[src/hdl/ctu_map.svh]
// Constants for the control transfer unit: reset values, widths, strides.
// Assumes inclusion by each module file of the unit, by bare name.
`ifndef CTU_MAP_SVH
`define CTU_MAP_SVH
`define CTU_IP_RST    32'h0000_0000
`define CTU_SEL_RST   16'h0000
`define CTU_SP_RST    32'h0000_0000
`define CTU_FLAGS_RST 32'h0000_0000
`define CTU_CNT_RST   32'h0000_0000
`define CTU_WORD_STEP 32'h0000_0004
`define CTU_CNT16_W   16
`define CTU_DISP8_W   8
`define CTU_SEL_W     16
`endif

[src/hdl/ctu_pkg.sv]
// Types shared by the control transfer unit: operations, targets, states.
// Assumes nothing beyond a SystemVerilog compiler.
package ctu_pkg;
	typedef enum logic [3:0] {
		OP_NONE = 4'h0, OP_JUMP = 4'h1, OP_CALL = 4'h2, OP_RET = 4'h3,
		OP_INTERRUPT_RETURN = 4'h4, OP_JCC = 4'h5, OP_JCX16Z = 4'h6,
		OP_JCX32Z = 4'h7, OP_LOOP = 4'h8, OP_LOOPE = 4'h9,
		OP_LOOPNE = 4'ha, OP_INTR = 4'hb
	} ctu_op_e;
	typedef enum logic [1:0] {
		TGT_REL = 2'h0, TGT_REG = 2'h1, TGT_MEM_NEAR = 2'h2, TGT_FAR = 2'h3
	} ctu_tgt_e;
	typedef enum logic [3:0] {
		CC_ABOVE = 4'h0, CC_ABOVE_EQ = 4'h1, CC_BELOW = 4'h2,
		CC_BELOW_EQ = 4'h3, CC_EQUAL = 4'h4, CC_NOT_EQUAL = 4'h5,
		CC_CARRY = 4'h6, CC_NO_CARRY = 4'h7, CC_PAR_EVEN = 4'h8,
		CC_PAR_ODD = 4'h9
	} ctu_cond_e;
	typedef enum logic [2:0] {
		ST_IDLE = 3'h0, ST_PUSH_FLAGS = 3'h1, ST_PUSH_SEL = 3'h2,
		ST_PUSH_IP = 3'h3, ST_POP_IP = 3'h4, ST_POP_SEL = 3'h5,
		ST_POP_FLAGS = 3'h6
	} ctu_state_e;
endpackage

[src/hdl/ctu_cond_eval.sv]
// Condition and loop-count evaluation for conditional transfers.
// Assumes flags and count come from logic on the same clock.
`timescale 1ns/100ps
`include "ctu_map.svh"
module ctu_cond_eval (
	// Operation.
	input  wire ctu_pkg::ctu_op_e   i_op,
	input  wire ctu_pkg::ctu_cond_e i_cond,
	input  wire logic               i_addr16,
	// Status.
	input  wire logic               i_carry_flag,
	input  wire logic               i_zero_flag,
	input  wire logic               i_parity_flag,
	input  wire logic [31:0]        i_count_reg32,
	// Result.
	output logic                    o_met,
	output logic [31:0]             o_loop_count
);
	logic [`CTU_CNT16_W-1:0] cnt16;
	logic                    cnt_nz;
	logic                    cc;

	// Count decremented first, in the width chosen by addressing.
	always_comb
	begin
		cnt16 = i_count_reg32[`CTU_CNT16_W-1:0] - 16'h0001;
		if (i_addr16)
		begin
			o_loop_count = {i_count_reg32[31:`CTU_CNT16_W], cnt16};
			cnt_nz = |cnt16;
		end
		else
		begin
			o_loop_count = i_count_reg32 - 32'h0000_0001;
			cnt_nz = |o_loop_count;
		end
	end

	// Flag condition decode.
	always_comb
	begin
		case (i_cond)
			ctu_pkg::CC_ABOVE:     cc = ~(i_carry_flag | i_zero_flag);
			ctu_pkg::CC_ABOVE_EQ:  cc = ~i_carry_flag;
			ctu_pkg::CC_BELOW:     cc = i_carry_flag;
			ctu_pkg::CC_BELOW_EQ:  cc = i_carry_flag | i_zero_flag;
			ctu_pkg::CC_EQUAL:     cc = i_zero_flag;
			ctu_pkg::CC_NOT_EQUAL: cc = ~i_zero_flag;
			ctu_pkg::CC_CARRY:     cc = i_carry_flag;
			ctu_pkg::CC_NO_CARRY:  cc = ~i_carry_flag;
			ctu_pkg::CC_PAR_EVEN:  cc = i_parity_flag;
			ctu_pkg::CC_PAR_ODD:   cc = ~i_parity_flag;
			default:               cc = 1'b0;
		endcase
	end

	// Whether the conditional operation branches.
	always_comb
	begin
		case (i_op)
			ctu_pkg::OP_JCC:    o_met = cc;
			ctu_pkg::OP_JCX16Z: o_met = ~|i_count_reg32[`CTU_CNT16_W-1:0];
			ctu_pkg::OP_JCX32Z: o_met = ~|i_count_reg32;
			ctu_pkg::OP_LOOP:   o_met = cnt_nz;
			ctu_pkg::OP_LOOPE:  o_met = cnt_nz & i_zero_flag;
			ctu_pkg::OP_LOOPNE: o_met = cnt_nz & ~i_zero_flag;
			default:            o_met = 1'b0;
		endcase
	end
endmodule // ctu_cond_eval

[src/hdl/ctu_target_gen.sv]
// Sequential and destination address forming.
// Assumes the current pointer and operands are stable during the request.
`timescale 1ns/100ps
`include "ctu_map.svh"
module ctu_target_gen (
	// Operands.
	input  wire ctu_pkg::ctu_tgt_e i_tgt,
	input  wire logic [31:0]       i_instr_pointer,
	input  wire logic [3:0]        i_instr_len,
	input  wire logic [31:0]       i_disp,
	input  wire logic              i_disp_is8,
	input  wire logic [31:0]       i_reg_value,
	input  wire logic [31:0]       i_mem_offset,
	// Addresses.
	output logic [31:0]            o_seq_ip,
	output logic [31:0]            o_dest_ip
);
	logic [31:0] disp_ext;

	// Next address is the base of relative targets and the return address.
	assign o_seq_ip = i_instr_pointer + {28'h000_0000, i_instr_len};

	// Short displacements are sign-extended before the add.
	assign disp_ext = i_disp_is8 ?
		{{(32-`CTU_DISP8_W){i_disp[`CTU_DISP8_W-1]}},
		 i_disp[`CTU_DISP8_W-1:0]} : i_disp;

	// Destination by target kind.
	always_comb
	begin
		case (i_tgt)
			ctu_pkg::TGT_REL: o_dest_ip = o_seq_ip + disp_ext;
			ctu_pkg::TGT_REG: o_dest_ip = i_reg_value;
			default:          o_dest_ip = i_mem_offset;
		endcase
	end
endmodule // ctu_target_gen

[src/hdl/ctu_top.sv]
// Control transfer unit: next instruction address, stack pushes and pops.
// Assumes a stack memory that answers each request with a one-cycle ack.
`timescale 1ns/100ps
`include "ctu_map.svh"
module ctu_top (
	// Clock and reset.
	input  wire logic               i_sys_clk,
	input  wire logic               i_reset,
	// Decoded request.
	input  wire logic               i_start,
	input  wire ctu_pkg::ctu_op_e   i_op,
	input  wire ctu_pkg::ctu_tgt_e  i_tgt,
	input  wire ctu_pkg::ctu_cond_e i_cond,
	input  wire logic [3:0]         i_instr_len,
	input  wire logic [31:0]        i_disp,
	input  wire logic               i_disp_is8,
	input  wire logic [31:0]        i_reg_value,
	input  wire logic [31:0]        i_mem_offset,
	input  wire logic [15:0]        i_mem_sel,
	input  wire logic [15:0]        i_ret_imm,
	input  wire logic               i_addr16,
	input  wire logic               i_prot_mode,
	input  wire logic               i_far_is_gate,
	input  wire logic [31:0]        i_vector_ip,
	input  wire logic [15:0]        i_vector_sel,
	// Status from the execution datapath.
	input  wire logic               i_carry_flag,
	input  wire logic               i_zero_flag,
	input  wire logic               i_parity_flag,
	input  wire logic [31:0]        i_flags_word,
	input  wire logic [31:0]        i_count_reg32,
	// Stack memory.
	output logic                    o_stk_req,
	output logic                    o_stk_we,
	output logic [31:0]             o_stk_addr,
	output logic [31:0]             o_stk_wdata,
	input  wire logic               i_stk_ack,
	input  wire logic [31:0]        i_stk_rdata,
	// Results.
	output logic [31:0]             o_instr_pointer,
	output logic [15:0]             o_code_sel,
	output logic [31:0]             o_stack_pointer,
	output logic [31:0]             o_flags_word,
	output logic                    o_flags_we,
	output logic [31:0]             o_count_reg32,
	output logic                    o_count_we,
	output logic                    o_busy,
	output logic                    o_done,
	output logic                    o_taken,
	output logic                    o_gate_xfer
);
	ctu_pkg::ctu_state_e state;
	ctu_pkg::ctu_op_e    op_q;
	ctu_pkg::ctu_tgt_e   tgt_use;
	logic [31:0]         instr_pointer, stack_pointer, seq_ip, dest_ip;
	logic [31:0]         loop_count, tgt_ip_q, ret_ip_q, pop_ip_q, chk_rel;
	logic [15:0]         code_sel, tgt_sel_q, pop_sel_q, imm_q;
	logic                tgt_far_q, met, acc, ack, fin, is_far, gate;
	logic                cond_op, push_op, pop_op;

	// Request taken in idle; stack step completes on ack.
	assign acc = i_start & (state == ctu_pkg::ST_IDLE);
	assign ack = i_stk_ack & o_stk_req;
	assign fin = ack & (state == ctu_pkg::ST_PUSH_IP
		| state == ctu_pkg::ST_POP_FLAGS
		| (state == ctu_pkg::ST_POP_IP & op_q == ctu_pkg::OP_RET));
	assign is_far = (i_tgt == ctu_pkg::TGT_FAR);
	assign gate = i_prot_mode & i_far_is_gate & is_far;
	assign push_op = (i_op == ctu_pkg::OP_CALL) | (i_op == ctu_pkg::OP_INTR);
	assign pop_op = (i_op == ctu_pkg::OP_RET) | (i_op == ctu_pkg::OP_INTERRUPT_RETURN);
	assign cond_op = (i_op == ctu_pkg::OP_JCC) | (i_op == ctu_pkg::OP_JCX16Z)
		| (i_op == ctu_pkg::OP_JCX32Z) | (i_op == ctu_pkg::OP_LOOP)
		| (i_op == ctu_pkg::OP_LOOPE) | (i_op == ctu_pkg::OP_LOOPNE);
	// Conditional transfers are forced to near relative form.
	assign tgt_use = cond_op ? ctu_pkg::TGT_REL : i_tgt;

	// Address forming.
	ctu_target_gen u_target (
		.i_tgt           (tgt_use),
		.i_instr_pointer (instr_pointer),
		.i_instr_len     (i_instr_len),
		.i_disp          (i_disp),
		.i_disp_is8      (i_disp_is8),
		.i_reg_value     (i_reg_value),
		.i_mem_offset    (i_mem_offset),
		.o_seq_ip        (seq_ip),
		.o_dest_ip       (dest_ip)
	);

	// Condition and count evaluation.
	ctu_cond_eval u_cond (
		.i_op          (i_op),
		.i_cond        (i_cond),
		.i_addr16      (i_addr16),
		.i_carry_flag  (i_carry_flag),
		.i_zero_flag   (i_zero_flag),
		.i_parity_flag (i_parity_flag),
		.i_count_reg32 (i_count_reg32),
		.o_met         (met),
		.o_loop_count  (loop_count)
	);

	// Sequencer for stack steps.
	always_ff @(posedge i_sys_clk)
	begin
		if (i_reset)
			state <= ctu_pkg::ST_IDLE;
		else
			case (state)
				ctu_pkg::ST_IDLE:
					if (i_start)
						case (i_op)
							ctu_pkg::OP_CALL: state <= is_far ?
								ctu_pkg::ST_PUSH_SEL : ctu_pkg::ST_PUSH_IP;
							ctu_pkg::OP_INTR: state <= ctu_pkg::ST_PUSH_FLAGS;
							ctu_pkg::OP_RET:  state <= ctu_pkg::ST_POP_IP;
							ctu_pkg::OP_INTERRUPT_RETURN: state <= ctu_pkg::ST_POP_IP;
							default:          state <= ctu_pkg::ST_IDLE;
						endcase
				ctu_pkg::ST_PUSH_FLAGS:
					if (ack)
						state <= ctu_pkg::ST_PUSH_SEL;
				ctu_pkg::ST_PUSH_SEL:
					if (ack)
						state <= ctu_pkg::ST_PUSH_IP;
				ctu_pkg::ST_POP_IP:
					if (ack)
						state <= (op_q == ctu_pkg::OP_INTERRUPT_RETURN) ?
							ctu_pkg::ST_POP_SEL : ctu_pkg::ST_IDLE;
				ctu_pkg::ST_POP_SEL:
					if (ack)
						state <= ctu_pkg::ST_POP_FLAGS;
				default:
					if (fin)
						state <= ctu_pkg::ST_IDLE;
			endcase
	end

	// Request operands held for the stack steps.
	always_ff @(posedge i_sys_clk)
	begin
		if (i_reset)
		begin
			op_q <= ctu_pkg::OP_NONE;
			tgt_ip_q <= `CTU_IP_RST;
			tgt_sel_q <= `CTU_SEL_RST;
			tgt_far_q <= 1'b0;
			ret_ip_q <= `CTU_IP_RST;
			imm_q <= 16'h0000;
		end
		else if (acc)
		begin
			op_q <= i_op;
			tgt_far_q <= is_far | (i_op == ctu_pkg::OP_INTR);
			tgt_ip_q <= (i_op == ctu_pkg::OP_INTR) ? i_vector_ip : dest_ip;
			tgt_sel_q <= (i_op == ctu_pkg::OP_INTR) ? i_vector_sel : i_mem_sel;
			ret_ip_q <= seq_ip;
			imm_q <= i_ret_imm;
		end
	end

	// Values popped before the final step.
	always_ff @(posedge i_sys_clk)
	begin
		if (i_reset)
		begin
			pop_ip_q <= `CTU_IP_RST;
			pop_sel_q <= `CTU_SEL_RST;
		end
		else if (ack & state == ctu_pkg::ST_POP_IP)
			pop_ip_q <= i_stk_rdata;
		else if (ack & state == ctu_pkg::ST_POP_SEL)
			pop_sel_q <= i_stk_rdata[`CTU_SEL_W-1:0];
	end

	// Instruction pointer and code selector.
	always_ff @(posedge i_sys_clk)
	begin
		if (i_reset)
		begin
			instr_pointer <= `CTU_IP_RST;
			code_sel <= `CTU_SEL_RST;
		end
		else if (acc)
		begin
			if (i_op == ctu_pkg::OP_JUMP & ~gate)
			begin
				instr_pointer <= dest_ip;
				if (is_far)
					code_sel <= i_mem_sel;
			end
			else if (cond_op)
				instr_pointer <= met ? dest_ip : seq_ip;
			else if (i_op == ctu_pkg::OP_NONE)
				instr_pointer <= seq_ip;
		end
		else if (fin & state == ctu_pkg::ST_PUSH_IP)
		begin
			instr_pointer <= tgt_ip_q;
			if (tgt_far_q)
				code_sel <= tgt_sel_q;
		end
		else if (fin & state == ctu_pkg::ST_POP_IP)
			instr_pointer <= i_stk_rdata;
		else if (fin)
		begin
			instr_pointer <= pop_ip_q;
			code_sel <= pop_sel_q;
		end
	end

	// Stack pointer: pre-decrement on push, post-increment on pop.
	always_ff @(posedge i_sys_clk)
	begin
		if (i_reset)
			stack_pointer <= `CTU_SP_RST;
		else if ((acc & push_op) | (ack & (state == ctu_pkg::ST_PUSH_FLAGS
			| state == ctu_pkg::ST_PUSH_SEL)))
			stack_pointer <= stack_pointer - `CTU_WORD_STEP;
		else if (fin & op_q == ctu_pkg::OP_RET)
			stack_pointer <= stack_pointer + `CTU_WORD_STEP
				+ {16'h0000, imm_q};
		else if (ack & ~o_stk_we)
			stack_pointer <= stack_pointer + `CTU_WORD_STEP;
	end

	// Stack request, direction and write data.
	always_ff @(posedge i_sys_clk)
	begin
		if (i_reset)
		begin
			o_stk_req <= 1'b0;
			o_stk_we <= 1'b0;
			o_stk_wdata <= 32'h0000_0000;
		end
		else if (acc & (push_op | pop_op))
		begin
			o_stk_req <= 1'b1;
			o_stk_we <= push_op;
			if (i_op == ctu_pkg::OP_INTR)
				o_stk_wdata <= i_flags_word;
			else if (is_far)
				o_stk_wdata <= {16'h0000, code_sel};
			else
				o_stk_wdata <= seq_ip;
		end
		else if (fin)
			o_stk_req <= 1'b0;
		else if (ack & state == ctu_pkg::ST_PUSH_FLAGS)
			o_stk_wdata <= {16'h0000, code_sel};
		else if (ack & state == ctu_pkg::ST_PUSH_SEL)
			o_stk_wdata <= ret_ip_q;
	end

	// Count and flags write-back toward the datapath.
	always_ff @(posedge i_sys_clk)
	begin
		if (i_reset)
		begin
			o_count_reg32 <= `CTU_CNT_RST;
			o_count_we <= 1'b0;
			o_flags_word <= `CTU_FLAGS_RST;
			o_flags_we <= 1'b0;
		end
		else
		begin
			o_count_we <= acc & (i_op == ctu_pkg::OP_LOOP
				| i_op == ctu_pkg::OP_LOOPE | i_op == ctu_pkg::OP_LOOPNE);
			if (acc)
				o_count_reg32 <= loop_count;
			o_flags_we <= fin & state == ctu_pkg::ST_POP_FLAGS;
			if (fin & state == ctu_pkg::ST_POP_FLAGS)
				o_flags_word <= i_stk_rdata;
		end
	end

	// Completion status.
	always_ff @(posedge i_sys_clk)
	begin
		if (i_reset)
		begin
			o_busy <= 1'b0;
			o_done <= 1'b0;
			o_taken <= 1'b0;
			o_gate_xfer <= 1'b0;
		end
		else
		begin
			o_busy <= (o_busy & ~fin) | (acc & (push_op | pop_op));
			o_done <= (acc & ~push_op & ~pop_op) | fin;
			o_taken <= (acc & (i_op == ctu_pkg::OP_JUMP | (cond_op & met)))
				| fin;
			o_gate_xfer <= acc & (i_op == ctu_pkg::OP_JUMP) & gate;
		end
	end

	assign o_instr_pointer = instr_pointer;
	assign o_code_sel = code_sel;
	assign o_stack_pointer = stack_pointer;
	assign o_stk_addr = stack_pointer;

	assign chk_rel = instr_pointer + {28'h000_0000, i_instr_len} + i_disp;
endmodule // ctu_top

[config.mk]
export PLATFORM = sky130hd
export DESIGN_NAME = ctu_top
export DESIGN_NICKNAME = d
export VERILOG_FILES = /design/src/hdl/ctu_pkg.sv /design/src/hdl/ctu_cond_eval.sv /design/src/hdl/ctu_target_gen.sv /design/src/hdl/ctu_top.sv
export VERILOG_INCLUDE_DIRS = /design/src /design/src/hdl
export SDC_FILE = /design/constraint.sdc
export NUM_CORES = 1
export LEC_CHECK = 0
export BUFFER_PORTS_ARGS = -buffer_cell sky130_fd_sc_hd__buf_2
export CAP_MARGIN = 15
export CORE_MARGIN = 2
export CORE_UTILIZATION = 35
export DETAILED_ROUTE_END_ITERATION = 10
export SLEW_MARGIN = 20
export SYNTH_ARGS = -nofsm -noshare
export SYNTH_HDL_FRONTEND = slang
export SYNTH_SLANG_ARGS = --single-unit
[constraint.sdc]
create_clock -name i_sys_clk -period 4.69 [get_ports i_sys_clk]
set_input_delay 0.2345 -clock i_sys_clk [delete_from_list [all_inputs] [get_ports i_sys_clk]]
set_output_delay 0.2345 -clock i_sys_clk [all_outputs]
set_load 0.01 [all_outputs]
* Word-level counts from Yosys, hierarchy flattened
Cells that the tools add are included.
** Storage, ports and cells
- Bits in registers :: 336
- Input bits :: 297
- Word-level logic and storage cells :: 199
** Operators by class
- Add/sub/neg operators :: 7
- Equality and inequality tests :: 41
- Mux-type cells :: 45
- Bitwise logic cells :: 59
- Reductions and logical operators :: 24
** Operators with widths (number)
- 32-bit two-way mux :: 20
- 16-bit two-way mux :: 8
- 32-bit case mux with 2 select lines :: 1
- 32-bit OR reduction :: 2
- 4-bit by 3-bit == test with 1-bit output (second input constant) :: 9
- 32-bit by 16-bit adder with 32-bit output :: 1
- 32-bit by 3-bit adder with 32-bit output (second input constant) :: 1
- 32-bit adder :: 1
- 32-bit by 4-bit adder with 32-bit output :: 1
- 16-bit OR reduction :: 2
- 32-bit by 1-bit subtractor with 32-bit output (second input constant) :: 1
- 32-bit by 3-bit subtractor with 32-bit output (second input constant) :: 1
- 1-bit bitwise AND :: 29
- 4-bit == test (second input constant) :: 6
- 3-bit two-way mux :: 7
- 4-bit by 2-bit == test with 1-bit output (second input constant) :: 5
- 1-bit bitwise OR :: 20
- 16-bit by 1-bit subtractor with 16-bit output (second input constant) :: 1
- 3-bit case mux with 5 select lines :: 1
- 2-bit != test (second input constant) :: 5
- 1-bit NOT :: 10
- 3-bit == test (second input constant) :: 3
- 3-bit case mux with 3 select lines :: 1
- 3-bit nonzero test :: 3
- 23 further kinds :: 37

* Depth between registers and ports, before layout
- Depth in word-level cells :: 13
- Gate-level depth with buffers :: 22
- Gate-level depth less buffers :: 22

* By module
A second synthesis with hierarchy kept.
** Unflattened totals
- Cell total of the unflattened synthesis :: 2893
- Area total of the unflattened synthesis :: 21319.2 um^2
** By module, submodules not included
- ctu_top :: times used 1, cells an instance 2303, area an instance 17324.1 um^2
- ctu_target_gen :: times used 1, cells an instance 435, area an instance 2955.3 um^2
- ctu_cond_eval :: times used 1, cells an instance 155, area an instance 1039.7 um^2

* Least setup slack after synthesis
No wires, ideal clock.
- Kind :: flip-flop to flip-flop
- Start :: register instr_pointer[0], in the netlist o_instr_pointer[0]
- End :: register instr_pointer[27], in the netlist o_instr_pointer[27]
- Arrival :: 4.486 ns
- Required time :: 4.599 ns
- Slack :: 0.113 ns
- Cell stages (with the launch flop) :: 22
- Clock period less this slack :: 4.577 ns
- Path through :: dfxtp_1 -> ha_1 -> inv_1 -> fa_1 -> nor2b_1 -> o2111ai_1 -> nor2_1 -> xnor2_1 -> inv_1 -> ha_1 -> a21o_1 -> a21oi_1 -> o21bai_1 -> a21o_1 -> a21o_1 -> a221o_1 -> nor4_2 -> o31ai_4 -> xnor2_1 -> o21ai_1 -> mux2i_1 -> a311oi_1
** Between the ends
- Cells in the longest elaborated chain, start to end :: 7
- Elaborated cells on any way between the ends :: 8
- Those cells by class :: add/sub: 2; mux: 6
** Ends and longest elaborated chain
- start: declaration :: line ctu_top.sv:55 : logic [31:0] instr_pointer, stack_pointer, seq_ip, dest_ip;
- start signal: assignment :: line ctu_top.sv:181 : instr_pointer <= `CTU_IP_RST;
- start signal: assignment :: line ctu_top.sv:188 : instr_pointer <= dest_ip;
- start signal: assignment :: line ctu_top.sv:193 : instr_pointer <= met ? dest_ip : seq_ip;
- 32-bit by 4-bit adder with 32-bit output *
- 32-bit adder :: line ctu_target_gen.sv:32 : ctu_pkg::TGT_REL: o_dest_ip = o_seq_ip + disp_ext;
- 32-bit case mux with 2 select lines :: line ctu_target_gen.sv:31 : case (i_tgt)
- 32-bit two-way mux :: line ctu_top.sv:193
- 32-bit two-way mux :: line ctu_top.sv:192 : else if (cond_op)
- 32-bit two-way mux * :: line ctu_top.sv:186 : if (i_op == ctu_pkg::OP_JUMP & ~gate)
- 32-bit two-way mux * :: line ctu_top.sv:184 : else if (acc)
Every way passes the cells marked *; elsewhere a longest branch is shown, timed or not. The select of a mux whose other input is x is not followed.
A chain may end at the register's enable or synchronous reset.

* Final worst setup path
- Start :: register instr_pointer[0], in the netlist o_instr_pointer[0]
- End :: register tgt_ip_q[24]
** Between the ends
- Cells in the longest elaborated chain, start to end :: 4
** Ends and longest elaborated chain
- 32-bit by 4-bit adder with 32-bit output
- named net seq_ip[4] :: line ctu_top.sv:55
- 32-bit adder :: line ctu_target_gen.sv:32
- 32-bit case mux with 2 select lines :: line ctu_target_gen.sv:31
- 32-bit two-way mux :: line ctu_top.sv:155 : tgt_ip_q <= (i_op == ctu_pkg::OP_INTR) ? i_vector_ip : dest_ip;
- end signal: assignment :: line ctu_top.sv:145 : tgt_ip_q <= `CTU_IP_RST;
- end signal: assignment :: line ctu_top.sv:155
- end: declaration :: line ctu_top.sv:56 : logic [31:0] loop_count, tgt_ip_q, ret_ip_q, pop_ip_q, chk_rel;
The timed path passes the listed nets, and every way through them passes these cells.

==> results.toml <==
[clocking]
cts.reportedPaths.clkPinSlew_ps = 60
cts-buffers-inserted = 43
clkSinkCount = 336
cts_root_buffer = "clkbuf_16"
h-tree-depth = 2
tritoncts = "yes"
clockBufferDepth = 3
clk-insertion-delay-late_ps = 590

[setup_path]
cp_data_required_time_ps = 5180
end_kind = "flip-flop"
critPathMaxStageDelay_ps = 420
cpMostUsedCell = "buf_4"
worst_path_max_delay_cell = "a2111o_1"
crit_fanout = 5
critPathKind = "flip-flop to flip-flop"
crit_family = "compound AO/OA/AOI/OAI gates"
path_cells = "ha_4 -> inv_2 -> fa_2 -> nor2b_4 -> o21ai_0 -> a21oi_2 -> ha_1 -> a21o_1 -> a221oi_2 -> a21oi_2 -> a2111o_1 -> a221oi_2 -> buf_4 -> o21a_1 -> buf_4 -> nand2_1 -> a31oi_1 -> o41ai_2 -> buf_4 -> o21a_1 -> a21oi_1"
cp_data_arrival_time_ps = 4990
crit_buf_inv = 4
cp-start-kind = "flip-flop"

[power_and_ir_drop]
cellPowerDensity_mw_per_mm2 = 342.8
power_frac_comb_pct = 30.6
internal_power_mw = 6.215
switchingPower_mw = 3.364
clockPowerShare_pct = 34.8
power_leakage_nw = 11.89
seq_power_share_pct = 34.6
irDropWorstVdd_mv = 0.2227
switching_share_pct = 35.12
p_total_mw = 9.579

[grt]
grt_overflow = 0
grt_pass1_wl_mm = 139.5
grt_max_degree = 122
grt_pass1_vias = 22530
antenna_found_initial = 13
grt_util_all_layers_pct = 28.50

[synthesis]
synth_common_cells = "nand2_1 (513), nor2_1 (350), dfxtp_1 (336), a21oi_1 (302), clkbuf_1 (210)"
ys_seq_area_share_pct = 31.03
synth_top_cell_by_area = "dfxtp_1"
ys.flop_type = "dfxtp_1"
synth_enable_flop_cells = 0
avgSynthCellArea_sq_um = 7.210
synth.area.top_cells = "dfxtp_1 (31%), nand2_1 (8.9%), a21oi_1 (7.0%)"
synth_top_area_share_pct = 31.03
ys_seq_elements = 336
synth.most_common_cell = "nand2_1"
synthesis.area_sq_mm = 0.02168
synth_cells = 3007
syn_nets = 3362
ys_types = 89
ys_async_sr_fraction_pct = 0
yosys_warnings = 0

[routing]
drt-total-wl_mm = 95.30
antenna_left = 0
dr.pass1.iters = 6
detailedRoute.firstIterationViolations = 1984
viasPerCell = 5.547
wl_per_cell_um = 21.81
drcViolationCount = 0
num_vias = 24240

[layout]
syn_to_final_growth_pct = 28.87
drive_gt1_share_pct = 22.13
nNetsFinal = 3900
final_area_sq_mm = 0.02794
final_core_util_pct = 45.44

[place]
dp_hpwl_mm = 71.80
io_buffer_count = 512
place.gp.congestion = 0.9764
place_ws_ps = 27.36
place_area_sq_mm = 0.02515

[floorplanning]
initial_core_util_pct = 35.26
dieArea_sq_mm = 0.06395
die_y_um = 252.9
fp-row-count = 91
ios = 513
die_w_um = 252.9
core_area_sq_mm = 0.06148

[worst_hold_path]
hp-class = "input pin to flip-flop"

[timing]
tightestPinTransition_ps = 1109
min_period_ps = 4500
setup_violations = 0
relSlewSlack_pct = 25.97
hold_viol = 0
finalClockSkew_ps = 40.00
period_share_pct = 95.95
grt_setup_unrepaired = "yes"
worst_slack_ps = 190.1
drv_slew = 0
fmax_ghz = 0.2222

[job]
drv_cap = 0

[outcome]
status = "finished, final reports clean"
## sequential cells by signal, indices dropped and copies added (netlist names), 3 cells and up
signal           flops
op_q                 4
pop_sel_q           16
ret_ip_q            32
tgt_ip_q            32
o_code_sel          16
o_stk_wdata         32
o_instr_pointer     32
state                3
tgt_sel_q           16
o_flags_word        32
imm_q               16
o_stack_pointer     32
o_count_reg32       32
pop_ip_q            32
## layout make-up
class	instances	area, sq um
Multi-Input combinational cell	2324	13790
Inverter	83	311.5
Clock inverter	11	130.1
Sequential cell	336	6728
Timing Repair Buffer	757	4728
Fill cell	6339	33540
Tap cell	790	988.4
Antenna cell	6	15.01
Clock buffer	63	1251
## cell families after synthesis
logic type	synth area share, %
AND/OR/NAND/NOR	23.56
AO/OA/AOI/OAI	26.67
buffers and inverters	6.764
flip-flops	31.03
XOR/XNOR	5.477
multiplexers	3.007
adder cells (fa/ha/maj)	3.497
## worst paths after layout
check | slack (ps) | cells after the start | startpoint | to
max | 190 | 21 | o_instr_pointer[0]$_SDFFE_PP0P_ | tgt_ip_q[24]$_SDFFE_PP0P_
min | 30 | 3 | i_count_reg32[19] | o_count_reg32[19]$_SDFFE_PP0P_
max reg2reg | 190 | 21 | o_instr_pointer[0]$_SDFFE_PP0P_ | tgt_ip_q[24]$_SDFFE_PP0P_
min reg2reg | 450 | 2 | o_flags_word[28]$_SDFFE_PP0P_ | o_flags_word[28]$_SDFFE_PP0P_
## layout by cell type, fill, tap and decap left out, drive strengths merged, types with 7 or more instances in the layout
cell type,netlist,routed
buf,54,642
nand2,513,513
nor2,350,350
dfxtp,336,336
a21oi,303,303
o21ai,178,178
dlygate4sd3,0,115
a211oi,96,96
xnor2,88,88
inv,83,85
o211ai,79,79
nor3,66,66
mux2i,64,64
clkbuf,210,63
nand3,62,62
ha,55,55
xor2,42,42
a311oi,30,30
a31oi,28,28
a21o,27,27
a22oi,23,23
o21a,20,20
nor4,19,19
and3,18,18
a311o,18,18
nor2b,18,18
or3,18,18
nand4,17,17
nand2b,16,16
or2,15,15
o22ai,14,14
o31ai,14,14
and2,12,12
a221oi,11,11
or4,10,10
nor4b,10,10
o311ai,8,8
nor3b,7,7
## metrics by stage
| step | cells | hold slack [ps] | TNS (ps) |
|---|---|---|---|
| 2_1_floorplan | 3007 | 330.2 | 0 |
| 3_3_place_gp | 4173 | 438.2 | 0 |
| 3_5_place_dp | 4173 | 442.6 | 0 |
| 4_1_cts | 4362 | 1.093 | 0 |
| 5_1_grt | 4369 | 34.29 | -108.0 |
| 6_report | 4370 | 26.19 | 0 |
## tightest hold or removal path, cell delays in order
cell      delay, ps
buf_2           130
xnor2_1         130
a211oi_1         70
## per-layer routing
metal,GRT usage (%),wire length (um),vias to the layer above
li1,-,-,11710
met5,0,103,-
met3,5.613,7198,212
met1,35.64,38830,11330
met4,11.89,4184,16
met2,47.76,44990,974
## power groups by stage
stage	Clock, mW	Combinational [mW]	Sequential (mW)
3_5_place_dp	0	2.74	3.37
6_report	3.33	2.93	3.32
2_1_floorplan	0	1.64	3.36
4_1_cts	3.40	2.85	3.31
5_1_grt	3.48	3.19	3.35
3_3_place_gp	0	2.74	3.37
## repair_timing
item	4_1_cts	5_1_grt
pin swaps	0	27
resized for setup	4	45
hold buffers	115	0
buffers inserted	0	2
endpoints found under the setup margin	6	31
endpoints found under the hold margin	145	0
Note: power is estimated with default switching activity, not from simulation.
